[src/fsra_pkg.sv]
// Constants, command classes and states of the flash suspend/resume admission block.
package fsra_pkg;

	typedef enum logic [3:0]
	{
		FSRA_CMD_NONE         = 4'h0,
		FSRA_CMD_STATUS_READ  = 4'h1,
		FSRA_CMD_ARRAY_READ   = 4'h2,
		FSRA_CMD_PAGE_PROGRAM = 4'h3,
		FSRA_CMD_SECTOR_WIPE  = 4'h4,
		FSRA_CMD_SUBSECT_WIPE = 4'h5,
		FSRA_CMD_STANDBY_WR   = 4'h6,
		FSRA_CMD_VOLATILE_WR  = 4'h7,
		FSRA_CMD_SUSPEND      = 4'h8,
		FSRA_CMD_RESUME       = 4'h9
	} fsra_cmd_t;

	typedef enum logic [5:0]
	{
		FSRA_ST_STANDBY      = 6'h01,
		FSRA_ST_PROGRAM      = 6'h02,
		FSRA_ST_ERASE        = 6'h04,
		FSRA_ST_SUBSECT_SUSP = 6'h08,
		FSRA_ST_PROGRAM_SUSP = 6'h10,
		FSRA_ST_ERASE_SUSP   = 6'h20
	} fsra_state_t;

	localparam int unsigned CLK_HZ          = 10_000_000;
	localparam int unsigned SUSP_LAT_PRG_US = 7;
	localparam int unsigned SUSP_LAT_ERS_US = 15;
	localparam logic [7:0] SUSP_LAT_PRG_CYC = 8'((SUSP_LAT_PRG_US * CLK_HZ + 999_999) / 1_000_000);
	localparam logic [7:0] SUSP_LAT_ERS_CYC = 8'((SUSP_LAT_ERS_US * CLK_HZ + 999_999) / 1_000_000);
	localparam logic [7:0] CNT_ZERO         = 8'h00;
	localparam logic [7:0] CNT_ONE          = 8'h01;

endpackage

[src/fsra_core.sv]
// Top of the flash suspend/resume admission logic.
`timescale 1ns/1ps
module fsra_core
(
	input  wire logic       sys_clk,        // System clock, 10 MHz.
	input  wire logic       rst_n,          // Asynchronous reset, active low.
	input  wire logic       cmd_valid,      // One-cycle pulse: a decoded instruction.
	input  wire logic [3:0] cmd_class,      // Instruction class, fsra_cmd_t code.
	input  wire logic       cmd_same_sect,  // Target is the suspended sector.
	input  wire logic       op_done,        // Pulse: running program or erase finished.
	output logic            cmd_accept,     // One-cycle pulse: instruction admitted.
	output logic            cmd_reject,     // One-cycle pulse: instruction refused.
	output logic            data_unsure,    // With accept: read data may be invalid.
	output logic            busy_progress_bit, // Status progress bit.
	output logic            ctrl_ready,     // Flag status controller-ready bit.
	output logic            suspend_flag,   // Flag status suspend bit.
	output logic [5:0]      dev_state       // Current state, one-hot code.
);
	fsra_pkg::fsra_state_t state_r;
	fsra_pkg::fsra_state_t state_nxt;
	fsra_pkg::fsra_state_t outer_r;     // Erase suspension held beneath a nested program.
	logic                  nested_r;
	logic                  ok;
	logic                  lat_start;
	logic                  lat_done;
	logic [7:0]            lat_val;
	fsra_pkg::fsra_cmd_t   cmd;

	assign cmd = fsra_pkg::fsra_cmd_t'(cmd_class);

	// True in any of the three suspended states.
	function automatic logic is_susp(fsra_pkg::fsra_state_t st);
		is_susp = (st == fsra_pkg::FSRA_ST_SUBSECT_SUSP) || (st == fsra_pkg::FSRA_ST_PROGRAM_SUSP)
			|| (st == fsra_pkg::FSRA_ST_ERASE_SUSP);
	endfunction

	// True while a program or erase cycle is running.
	function automatic logic is_active(fsra_pkg::fsra_state_t st);
		is_active = (st == fsra_pkg::FSRA_ST_PROGRAM) || (st == fsra_pkg::FSRA_ST_ERASE);
	endfunction

	// Admission decision for one instruction class in one state.
	function automatic logic admit(fsra_pkg::fsra_state_t st, fsra_pkg::fsra_cmd_t c, logic same);
		logic susp;
		logic idle;
		susp = is_susp(st);
		idle = (st == fsra_pkg::FSRA_ST_STANDBY);
		case (c)
			fsra_pkg::FSRA_CMD_STATUS_READ:  admit = 1'b1;
			fsra_pkg::FSRA_CMD_ARRAY_READ:   admit = idle || susp;
			fsra_pkg::FSRA_CMD_PAGE_PROGRAM: admit = idle
				|| (st == fsra_pkg::FSRA_ST_ERASE_SUSP && !same);
			fsra_pkg::FSRA_CMD_SECTOR_WIPE:  admit = idle;
			fsra_pkg::FSRA_CMD_SUBSECT_WIPE: admit = idle;
			fsra_pkg::FSRA_CMD_STANDBY_WR:   admit = idle;
			fsra_pkg::FSRA_CMD_VOLATILE_WR:  admit = idle || susp;
			fsra_pkg::FSRA_CMD_SUSPEND:      admit = is_active(st);
			fsra_pkg::FSRA_CMD_RESUME:       admit = susp;
			default:                         admit = 1'b0;
		endcase
	endfunction

	assign ok = cmd_valid && admit(state_r, cmd, cmd_same_sect);

	// Erase in progress is tracked by which kind, so suspend lands in the right state.
	logic sub_r;

	// Next state: an accepted command acts first; a finished cycle is honoured otherwise.
	// A status read may coincide with completion, so completion must not be lost then.
	always_comb
	begin
		state_nxt = state_r;
		lat_start = 1'b0;
		lat_val   = fsra_pkg::SUSP_LAT_PRG_CYC;
		if (ok)
		begin
			case (cmd)
				fsra_pkg::FSRA_CMD_PAGE_PROGRAM: state_nxt = fsra_pkg::FSRA_ST_PROGRAM;
				fsra_pkg::FSRA_CMD_SECTOR_WIPE:  state_nxt = fsra_pkg::FSRA_ST_ERASE;
				fsra_pkg::FSRA_CMD_SUBSECT_WIPE: state_nxt = fsra_pkg::FSRA_ST_ERASE;
				fsra_pkg::FSRA_CMD_SUSPEND:
				begin
					lat_start = 1'b1;
					if (state_r == fsra_pkg::FSRA_ST_PROGRAM)
						state_nxt = fsra_pkg::FSRA_ST_PROGRAM_SUSP;
					else
					begin
						lat_val   = fsra_pkg::SUSP_LAT_ERS_CYC;
						state_nxt = sub_r ? fsra_pkg::FSRA_ST_SUBSECT_SUSP : fsra_pkg::FSRA_ST_ERASE_SUSP;
					end
				end
				fsra_pkg::FSRA_CMD_RESUME:
					state_nxt = (state_r == fsra_pkg::FSRA_ST_PROGRAM_SUSP) ? fsra_pkg::FSRA_ST_PROGRAM
						: fsra_pkg::FSRA_ST_ERASE;
				default:
				begin
					if (op_done && is_active(state_r))
						state_nxt = nested_r ? outer_r : fsra_pkg::FSRA_ST_STANDBY;
				end
			endcase
		end
		else if (op_done && is_active(state_r))
			state_nxt = nested_r ? outer_r : fsra_pkg::FSRA_ST_STANDBY;
	end

	// Single state register holding the one current device state.

	always_ff @(posedge sys_clk or negedge rst_n)
	begin
		if (!rst_n)
			state_r <= fsra_pkg::FSRA_ST_STANDBY;
		else
			state_r <= state_nxt;
	end

	// Remembers whether the running erase is a subsector erase.
	always_ff @(posedge sys_clk or negedge rst_n)
	begin
		if (!rst_n)
			sub_r <= 1'b0;
		else if (ok && cmd == fsra_pkg::FSRA_CMD_SECTOR_WIPE)
			sub_r <= 1'b0;
		else if (ok && cmd == fsra_pkg::FSRA_CMD_SUBSECT_WIPE)
			sub_r <= 1'b1;
	end

	// A program started from erase suspension nests one level beneath it.
	always_ff @(posedge sys_clk or negedge rst_n)
	begin
		if (!rst_n)
		begin
			nested_r <= 1'b0;
			outer_r  <= fsra_pkg::FSRA_ST_STANDBY;
		end
		else if (ok && cmd == fsra_pkg::FSRA_CMD_PAGE_PROGRAM && state_r == fsra_pkg::FSRA_ST_ERASE_SUSP)
		begin
			nested_r <= 1'b1;
			outer_r  <= fsra_pkg::FSRA_ST_ERASE_SUSP;
		end
		else if (state_r == fsra_pkg::FSRA_ST_ERASE_SUSP && ok && cmd == fsra_pkg::FSRA_CMD_RESUME)
			nested_r <= 1'b0;
		else if (op_done && state_r == fsra_pkg::FSRA_ST_PROGRAM && nested_r)
			nested_r <= 1'b0;
	end

	// Counts the suspend latency; the erase figure applies to both erase kinds.
	fsra_latency u_lat
	(
		.sys_clk  (sys_clk),
		.rst_n    (rst_n),
		.start    (lat_start),
		.load_val (lat_val),
		.done     (lat_done)
	);

	// Suspend flag rises on the suspend and falls on a resume or completion that leaves no erase suspended.
	always_ff @(posedge sys_clk or negedge rst_n)
	begin
		if (!rst_n)
			suspend_flag <= 1'b0;
		else if (lat_start)
			suspend_flag <= 1'b1;
		else if (ok && cmd == fsra_pkg::FSRA_CMD_RESUME)
			suspend_flag <= nested_r && state_r == fsra_pkg::FSRA_ST_PROGRAM_SUSP;
		else if (state_nxt == fsra_pkg::FSRA_ST_STANDBY)
			suspend_flag <= 1'b0;
	end

	// Busy bits: set by a start or a resume, cleared by latency expiry or completion.
	always_ff @(posedge sys_clk or negedge rst_n)
	begin
		if (!rst_n)
		begin
			busy_progress_bit <= 1'b0;
			ctrl_ready        <= 1'b1;
		end
		else if (is_active(state_nxt))
		begin
			busy_progress_bit <= 1'b1;
			ctrl_ready        <= 1'b0;
		end
		else if (lat_done || state_nxt == fsra_pkg::FSRA_ST_STANDBY
			|| (state_r == fsra_pkg::FSRA_ST_PROGRAM && state_nxt == fsra_pkg::FSRA_ST_ERASE_SUSP))
		begin
			busy_progress_bit <= 1'b0;
			ctrl_ready        <= 1'b1;
		end
	end

	// Answer pulses: exactly one of them follows every instruction.
	always_ff @(posedge sys_clk or negedge rst_n)
	begin
		if (!rst_n)
		begin
			cmd_accept  <= 1'b0;
			cmd_reject  <= 1'b0;
		end
		else
		begin
			cmd_accept  <= ok;
			cmd_reject  <= cmd_valid && !ok;
		end
	end

	// A same-sector read under a suspended erase is admitted but its data are not trustworthy.
	always_ff @(posedge sys_clk or negedge rst_n)
	begin
		if (!rst_n)
			data_unsure <= 1'b0;
		else
			data_unsure <= ok && cmd == fsra_pkg::FSRA_CMD_ARRAY_READ && cmd_same_sect
				&& is_susp(state_r) && state_r != fsra_pkg::FSRA_ST_PROGRAM_SUSP;
	end

	assign dev_state = state_r;
endmodule

[src/fsra_latency.sv]
// Suspend latency counter that reports when a suspend has taken effect.
`timescale 1ns/1ps
module fsra_latency
(
	input  wire logic       sys_clk,  // System clock.
	input  wire logic       rst_n,    // Asynchronous reset, active low.
	input  wire logic       start,    // Pulse that loads a new count.
	input  wire logic [7:0] load_val, // Cycles to wait.
	output logic            done      // One-cycle pulse at expiry.
);
	logic [7:0] cnt_r;

	always_ff @(posedge sys_clk or negedge rst_n)
	begin
		if (!rst_n)
			cnt_r <= fsra_pkg::CNT_ZERO;
		else if (start)
			cnt_r <= load_val;
		else if (cnt_r != fsra_pkg::CNT_ZERO)
			cnt_r <= cnt_r - fsra_pkg::CNT_ONE;
	end

	always_ff @(posedge sys_clk or negedge rst_n)
	begin
		if (!rst_n)
			done <= 1'b0;
		else
			done <= !start && (cnt_r == fsra_pkg::CNT_ONE);
	end
endmodule

[config.mk]
export PLATFORM = sky130hd
export DESIGN_NAME = fsra_core
export DESIGN_NICKNAME = d
export VERILOG_FILES = /design/src/fsra_pkg.sv /design/src/fsra_core.sv /design/src/fsra_latency.sv
export SDC_FILE = /design/constraint.sdc
export NUM_CORES = 1
export LEC_CHECK = 0
export BUFFER_PORTS_ARGS = -buffer_cell sky130_fd_sc_hd__buf_2
export CAP_MARGIN = 25
export CORE_ASPECT_RATIO = 1.1
export CORE_UTILIZATION = 30
export CTS_BUF_LIST = sky130_fd_sc_hd__clkbuf_8 sky130_fd_sc_hd__clkbuf_16
export CTS_CLUSTER_SIZE = 20
export DETAILED_ROUTE_END_ITERATION = 16
export REMOVE_ABC_BUFFERS = 1
export SETUP_SLACK_MARGIN = 0.2
export SLEW_MARGIN = 20
export SYNTH_ARGS = -nofsm -noshare
export SYNTH_HDL_FRONTEND = slang
export SYNTH_SLANG_ARGS = --single-unit
[constraint.sdc]
create_clock -name sys_clk -period 3.3 [get_ports sys_clk]
set_clock_uncertainty 0.2 [all_clocks]
set_input_delay 0.165 -clock sys_clk [delete_from_list [all_inputs] [get_ports sys_clk]]
set_output_delay 0.165 -clock sys_clk [all_outputs]
set_load 0.02 [all_outputs]
Word-level counts from Yosys, hierarchy flattened

Index checks and enable logic that the tools add are counted.

Word-level logic and storage cells: 101
Output and inout bits: 12
Latch bits: 0
Memories kept: 0
Memory bits (read-only): 0
RAM bits: 0
Register bits after elaboration: 25
Input bits: 9

Divide/modulo/power cells: 0
Order comparisons: 0
Multiplexer cells: 27
Bitwise operators: 0
Multiply operators: 0
Add/subtract/negate cells: 1
Equal/unequal tests: 21
Reduce and logical (&&, ||, !) cells: 40
Shifts and indexed selects: 0

Operators with widths:

| cell                  | count |
|---|---|
| $mux W8               | 5 |
| $mux W6               | 5 |
| $pmux W6 S4           | 1 |
| $logic_and A1 B1 Y1   | 20 |
| $eq A4 B3 Y1 const B  | 4 |
| $mux W1               | 14 |
| $eq A6 B1 Y1 const B  | 2 |
| $eq A6 B2 Y1 const B  | 2 |
| $eq A6 B3 Y1 const B  | 2 |
| $eq A6 B6 Y1 const B  | 2 |
| $eq A4 B2 Y1 const B  | 2 |
| $eq A4 B4 Y1 const B  | 2 |
| $eq A8 B1 Y1 const B  | 1 |
| $logic_or A1 B1 Y1    | 8 |
| $reduce_bool A8 Y1    | 1 |
| $sub A8 B1 Y8 const B | 1 |
| $eq A6 B4 Y1 const B  | 1 |
| $eq A6 B5 Y1 const B  | 1 |
| $ne A6 B5 Y1 const B  | 1 |
| $pmux W1 S6           | 1 |
| $reduce_bool A2 Y1    | 3 |
| $reduce_bool A3 Y1    | 2 |
| $eq A4 B1 Y1 const B  | 1 |
| $reduce_or A2 Y1      | 2 |
| other kinds (3)       | 5 |

Depth between registers and ports, before layout

Word-level depth: 12
Mapped depth: 8
Gate-level depth less buffers: 6

By module

A second synthesis with hierarchy kept.

Cell total of the unflattened synthesis: 172
Area, all modules: 1655.3 µm²

Modules (own cells, without submodules):

| module       | times used | cells each | area an instance (µm²) | seq. area each (µm²) |
|---|---|---|---|---|
| fsra_core    | 1          | 121        | 1157.4                 | 404.1 |
| fsra_latency | 1          | 51         | 498.0                  | 225.2 |

Least setup slack after synthesis

No wires, ideal clock.

Kind: reg2reg
From: register state_r[1], in the netlist dev_state[1]
To: register state_r[3], in the netlist dev_state[3]
Setup slack: 0.852 ns
Buffers on the path: 1
Stages on the path, launching flop included: 7
Arrival: 2.124 ns
Required time: 2.975 ns
Cell sequence: dfrtp_1 > or4_4 > nor4b_4 > a211oi_2 > a21oi_2 > buf_4 > mux2_2

Longest elaborated chain between the ends: 7

Ends and longest elaborated chain:

| what                                                | RTL line                         | source |
|---|---|---|
| start, declared                                     | fsra_core.sv:19                  | `fsra_pkg::fsra_state_t state_r;` |
| start signal, assigned                              | fsra_core.sv:111                 | `state_r <= fsra_pkg::FSRA_ST_STANDBY;` |
| start signal, assigned                              | fsra_core.sv:113                 | `state_r <= state_nxt;` |
| $eq A6 B4 Y1 / $eq A6 B5 Y1 (equally long branches) | fsra_core.sv:33                  | `is_susp = (st == fsra_pkg::FSRA_ST_SUBSECT_SUSP) \|\| (st == fsra_pkg::FSRA_ST_PROGRAM_SUSP)` |
| $logic_or A1 B1 Y1                                  | fsra_core.sv:33                  |  |
| $logic_or A1 B1 Y1                                  | fsra_core.sv:34                  | `\|\| (st == fsra_pkg::FSRA_ST_ERASE_SUSP);` |
| $logic_or A1 B1 Y1                                  | fsra_core.sv:50, fsra_core.sv:56 |  |
| $pmux W1 S6                                         | fsra_core.sv:48                  | `case (c)` |
| $logic_and A1 B1 Y1                                 | fsra_core.sv:63                  | `assign ok = cmd_valid && admit(state_r, cmd, cmd_same_sect);` |
| $mux W6 *                                           | fsra_core.sv:75                  | `if (ok)` |
| via state_nxt[3]                                    | fsra_core.sv:20                  | `fsra_pkg::fsra_state_t state_nxt;` |

Mark *: on every way through the listed nets, which the timed path passes. The rest lies on a longest branch.
A chain may end at the register's enable or synchronous reset.

Final worst setup path

From: register state_r[1], in the netlist dev_state[1]
To: register ctrl_ready

Longest elaborated chain between the ends: 11

Ends and longest elaborated chain:

| what                                                             | RTL line                           | source |
|---|---|---|
| $eq A6 B4 Y1 / $eq A6 B5 Y1 (equally long branches)              | fsra_core.sv:33, fsra_core.sv:93   |  |
| $logic_or A1 B1 Y1                                               | fsra_core.sv:33                    |  |
| $logic_or A1 B1 Y1                                               | fsra_core.sv:34                    |  |
| $logic_or A1 B1 Y1                                               | fsra_core.sv:50, fsra_core.sv:56   |  |
| $pmux W1 S6                                                      | fsra_core.sv:48                    |  |
| $logic_and A1 B1 Y1                                              | fsra_core.sv:63                    |  |
| $mux W6                                                          | fsra_core.sv:75                    |  |
| $eq A6 B1 Y1 / $eq A6 B6 Y1 (equally long branches)              | fsra_core.sv:182, fsra_core.sv:183 |  |
| $logic_or A1 B1 Y1 / $logic_and A1 B1 Y1 (equally long branches) | fsra_core.sv:182, fsra_core.sv:183 |  |
| $logic_or A1 B1 Y1                                               | fsra_core.sv:183                   | `\|\| (state_r == fsra_pkg::FSRA_ST_PROGRAM && state_nxt == fsra_pkg::FSRA_ST_ERASE_SUSP))` |
| $reduce_bool A2 Y1 (no line)                                     | n/a                                |  |
| end signal, assigned                                             | fsra_core.sv:175                   | `ctrl_ready <= 1'b1;` |
| end signal, assigned                                             | fsra_core.sv:180                   | `ctrl_ready <= 1'b0;` |
| end signal, assigned                                             | fsra_core.sv:186                   | `ctrl_ready <= 1'b1;` |
| end, declared                                                    | fsra_core.sv:15                    | `output logic ctrl_ready,` |

Parallel ways exist; a longest one is shown, timed or not.

==> results.ini <==
[grt]
grt_max_degree = 26
antenna_found_initial = 0
overflow = 0
gr-usage-all-layers_pct = 13.4
grt_pass1_vias = 1234
grt_first_pass_wirelength_mm = 5.94

[sta]
setup-tns-final_ns = 0
final.min_clock_period_ns = 2.74
slew_headroom_pct = 63.2
final-hold-violation-count = 0
timing.final.crit_share_pct = 83.1
worstMarginPinSlew_ns = 0.544
slew_viol_final = 0
grt_setup_unrepaired = false
setup_viol_count_final = 0
max_freq_mhz = 365

[finish]
layout_common_cells = 22 x dfrtp_1, 20 x buf_2, 14 x nor2_1
fill_cells = 545
final_common_cell = dfrtp_1
multi_input_area_sq_um = 862
synthToLayoutAreaGrowth_pct = 11.5
drive_gt1_share_pct = 20.5
finalNonFillerCells = 248
final_area_sq_um = 1750
n_antenna_cell = 0
regArea_sq_um = 629
nets = 202

[power]
cellLeakagePower_uw = 0.000770
p_seq_share_pct = 41.9
p_int_uw = 752
clkPwrFrac_pct = 13.7
p_per_area_nw_per_um2 = 746
ir_worst_vdd_mv = 0.252
comb_power_share_pct = 44.4
swShare_pct = 42.5
netSwitchingPower_uw = 556

[clocking]
h-tree-depth = 1
cts_tree = built
cts-resized-gates = 0
clockRootBuffer = clkbuf_8
clock_latency_ns = 0.27
cts_buffer_depth = 2
cts_inserted_buffers = 3
clock_sinks = 25
clk_pin_slew_ns = 0.09

[status]
outcome = completed

[detailed_routing]
wl_per_cell_um = 14.1
via_count = 1330
viasPerCell = 5.36
antenna_left = 0
first_pass_iters = 4
wl_mm = 3.50
drc_errors = 0
dr.first_iter.drc_count = 60

[setup_path]
critPathLaunchType = flip-flop
arrival_ns = 2.75
worstPathMaxFanout = 13
end_kind = flip-flop
required_ns = 3.31
critical_path_class = flip-flop to flip-flop

[synth]
synth-seq-cells = 25
synthFlopType = dfrtp_1
synth_top_area_share_pct = 35.0
yosys_warnings = 0
syn_inst = 175
synth_area_leaders = dfrtp_1 35%, dfstp_2 5.0%, a21oi_1 3.5%, nor2_1 3.3%, nand2b_1 3.2%
synth_enable_flop_cells = 0
avgSynthCellArea_sq_um = 8.99
syn_area_sq_um = 1570
yosysUniqueCellTypes = 55
seq_area_frac_synth_pct = 40.0
yosysTopAreaCell = dfrtp_1
async_reset_ff_share_pct = 100

[die]
fp.dieH_um = 77.9
ioPinCount = 21
rows = 27
core_area_sq_um = 5030
die_area_sq_um = 5540
die_width_um = 71.0
start_util_pct = 31.2

[hold_path]
worstHoldPathType = input pin to flip-flop

[placed_design]
gp_congestion = 0.803
place_inst = 243
placed_cell_area_sq_um = 1700
port_buffers = 20
dp_hpwl_mm = 2.64

[run]
maxCapViolations = 0

==> layout make-up <==
type | instances | area share (%)
multi-input cells | 132 | 49.2
clock buffers | 3 | 2.36
repair buffers | 22 | 6.71
well taps | 58 | 4.14
flip-flops and latches | 25 | 35.9
inverters | 7 | 1.50
clock inverters | 1 | 0.214
==> critical path, stage by stage (launching register included) <==
cell and delay (ns):
dfrtp_1 0.46, or4_4 0.59, nor4b_4 0.27, a211oi_2 0.10
a21oi_2 0.48, mux2_2 0.41, a21o_1 0.18
==> power groups by stage <==
stage / combinational, uW / sequential [uW] / clock, uW
after global routing: 661 / 571 / 200
after detailed placement: 580 / 556 / 0
after CTS: 586 / 549 / 184
after floorplan: 372 / 581 / 0
final: 581 / 548 / 179
after global placement: 579 / 553 / 0
==> metal layers <==
metal | up-vias | track usage [%] | wire [um]
met2 | 27 | 22.0 | 1640
met1 | 635 | 18.5 | 1740
met5 | - | 0 | 0
met4 | 0 | 4.20 | 44
met3 | 5 | 1.56 | 82
li1 | 663 | - | -
==> cell families (layout without fill, tap and decap cells) <==
family | after synthesis | after routing | share of synthesized area, %
muxes | 3 | 3 | 2.07
DFF | 25 | 25 | 40.0
and+or+nand+nor | 79 | 79 | 30.0
AOI/OAI and AO/OA | 42 | 42 | 17.8
adders and majority gates | 2 | 2 | 1.59
buffers and inverters | 18 | 33 | 5.17
xor gates and xnor gates | 6 | 6 | 3.34
==> synth_stat cells, types with 4 or more instances <==
| cell type | count |
|---|---|
| o21ai_0 | 7 |
| nor3_1 | 6 |
| nand2b_1 | 8 |
| clkbuf_1 | 6 |
| nor2_1 | 14 |
| xnor2_1 | 4 |
| inv_1 | 7 |
| nand3_1 | 6 |
| nor4_1 | 5 |
| nor3b_1 | 4 |
| and3_1 | 4 |
| dfrtp_1 | 22 |
| nand2_1 | 12 |
| a21oi_1 | 11 |
==> sequential cells by signal, indices dropped and copies added (netlist names) <==
signal             count
cmd_accept             1
dev_state              6
nested_r               1
ctrl_ready             1
u_lat.done             1
sub_r                  1
suspend_flag           1
busy_progress_bit      1
data_unsure            1
u_lat.cnt_r            8
cmd_reject             1
outer_r                2
==> stage by stage <==
step / power, uW / hold slack (ns) / utilization (%) / setup WS, ns
final: 1310 / 0.0287 / 34.8 / 0.559
after global routing: 1430 / 0.0338 / 34.8 / 0.417
after CTS: 1320 / 0.0216 / 34.8 / 0.570
after detailed placement: 1140 / -0.00334 / 33.7 / 0.581
after global placement: 1130 / -0.00328 / 33.7 / 0.624
after floorplan: 953 / -0.331 / - / 0.669
==> timing repair <==
action	CTS	global route
endpoints found under the hold margin	22	0
hold buffers	1	0
setup buffers	0	0
==> path summary, 6_finish.rpt <==
kind,slack [ns],depth (start not counted),start,end
worst max-delay path,0.56,6,dev_state[1],ctrl_ready
worst min-delay path,0.03,2,cmd_valid,cmd_reject
worst max register to register,0.56,6,dev_state[1],ctrl_ready
worst min register to register,0.29,1,outer_r[5],outer_r[5]
max in group asynchronous,2.31,2,rst_n,outer_r[0]
min in group asynchronous,0.21,2,rst_n,dev_state[5]
(Power assumes the default switching activity.)
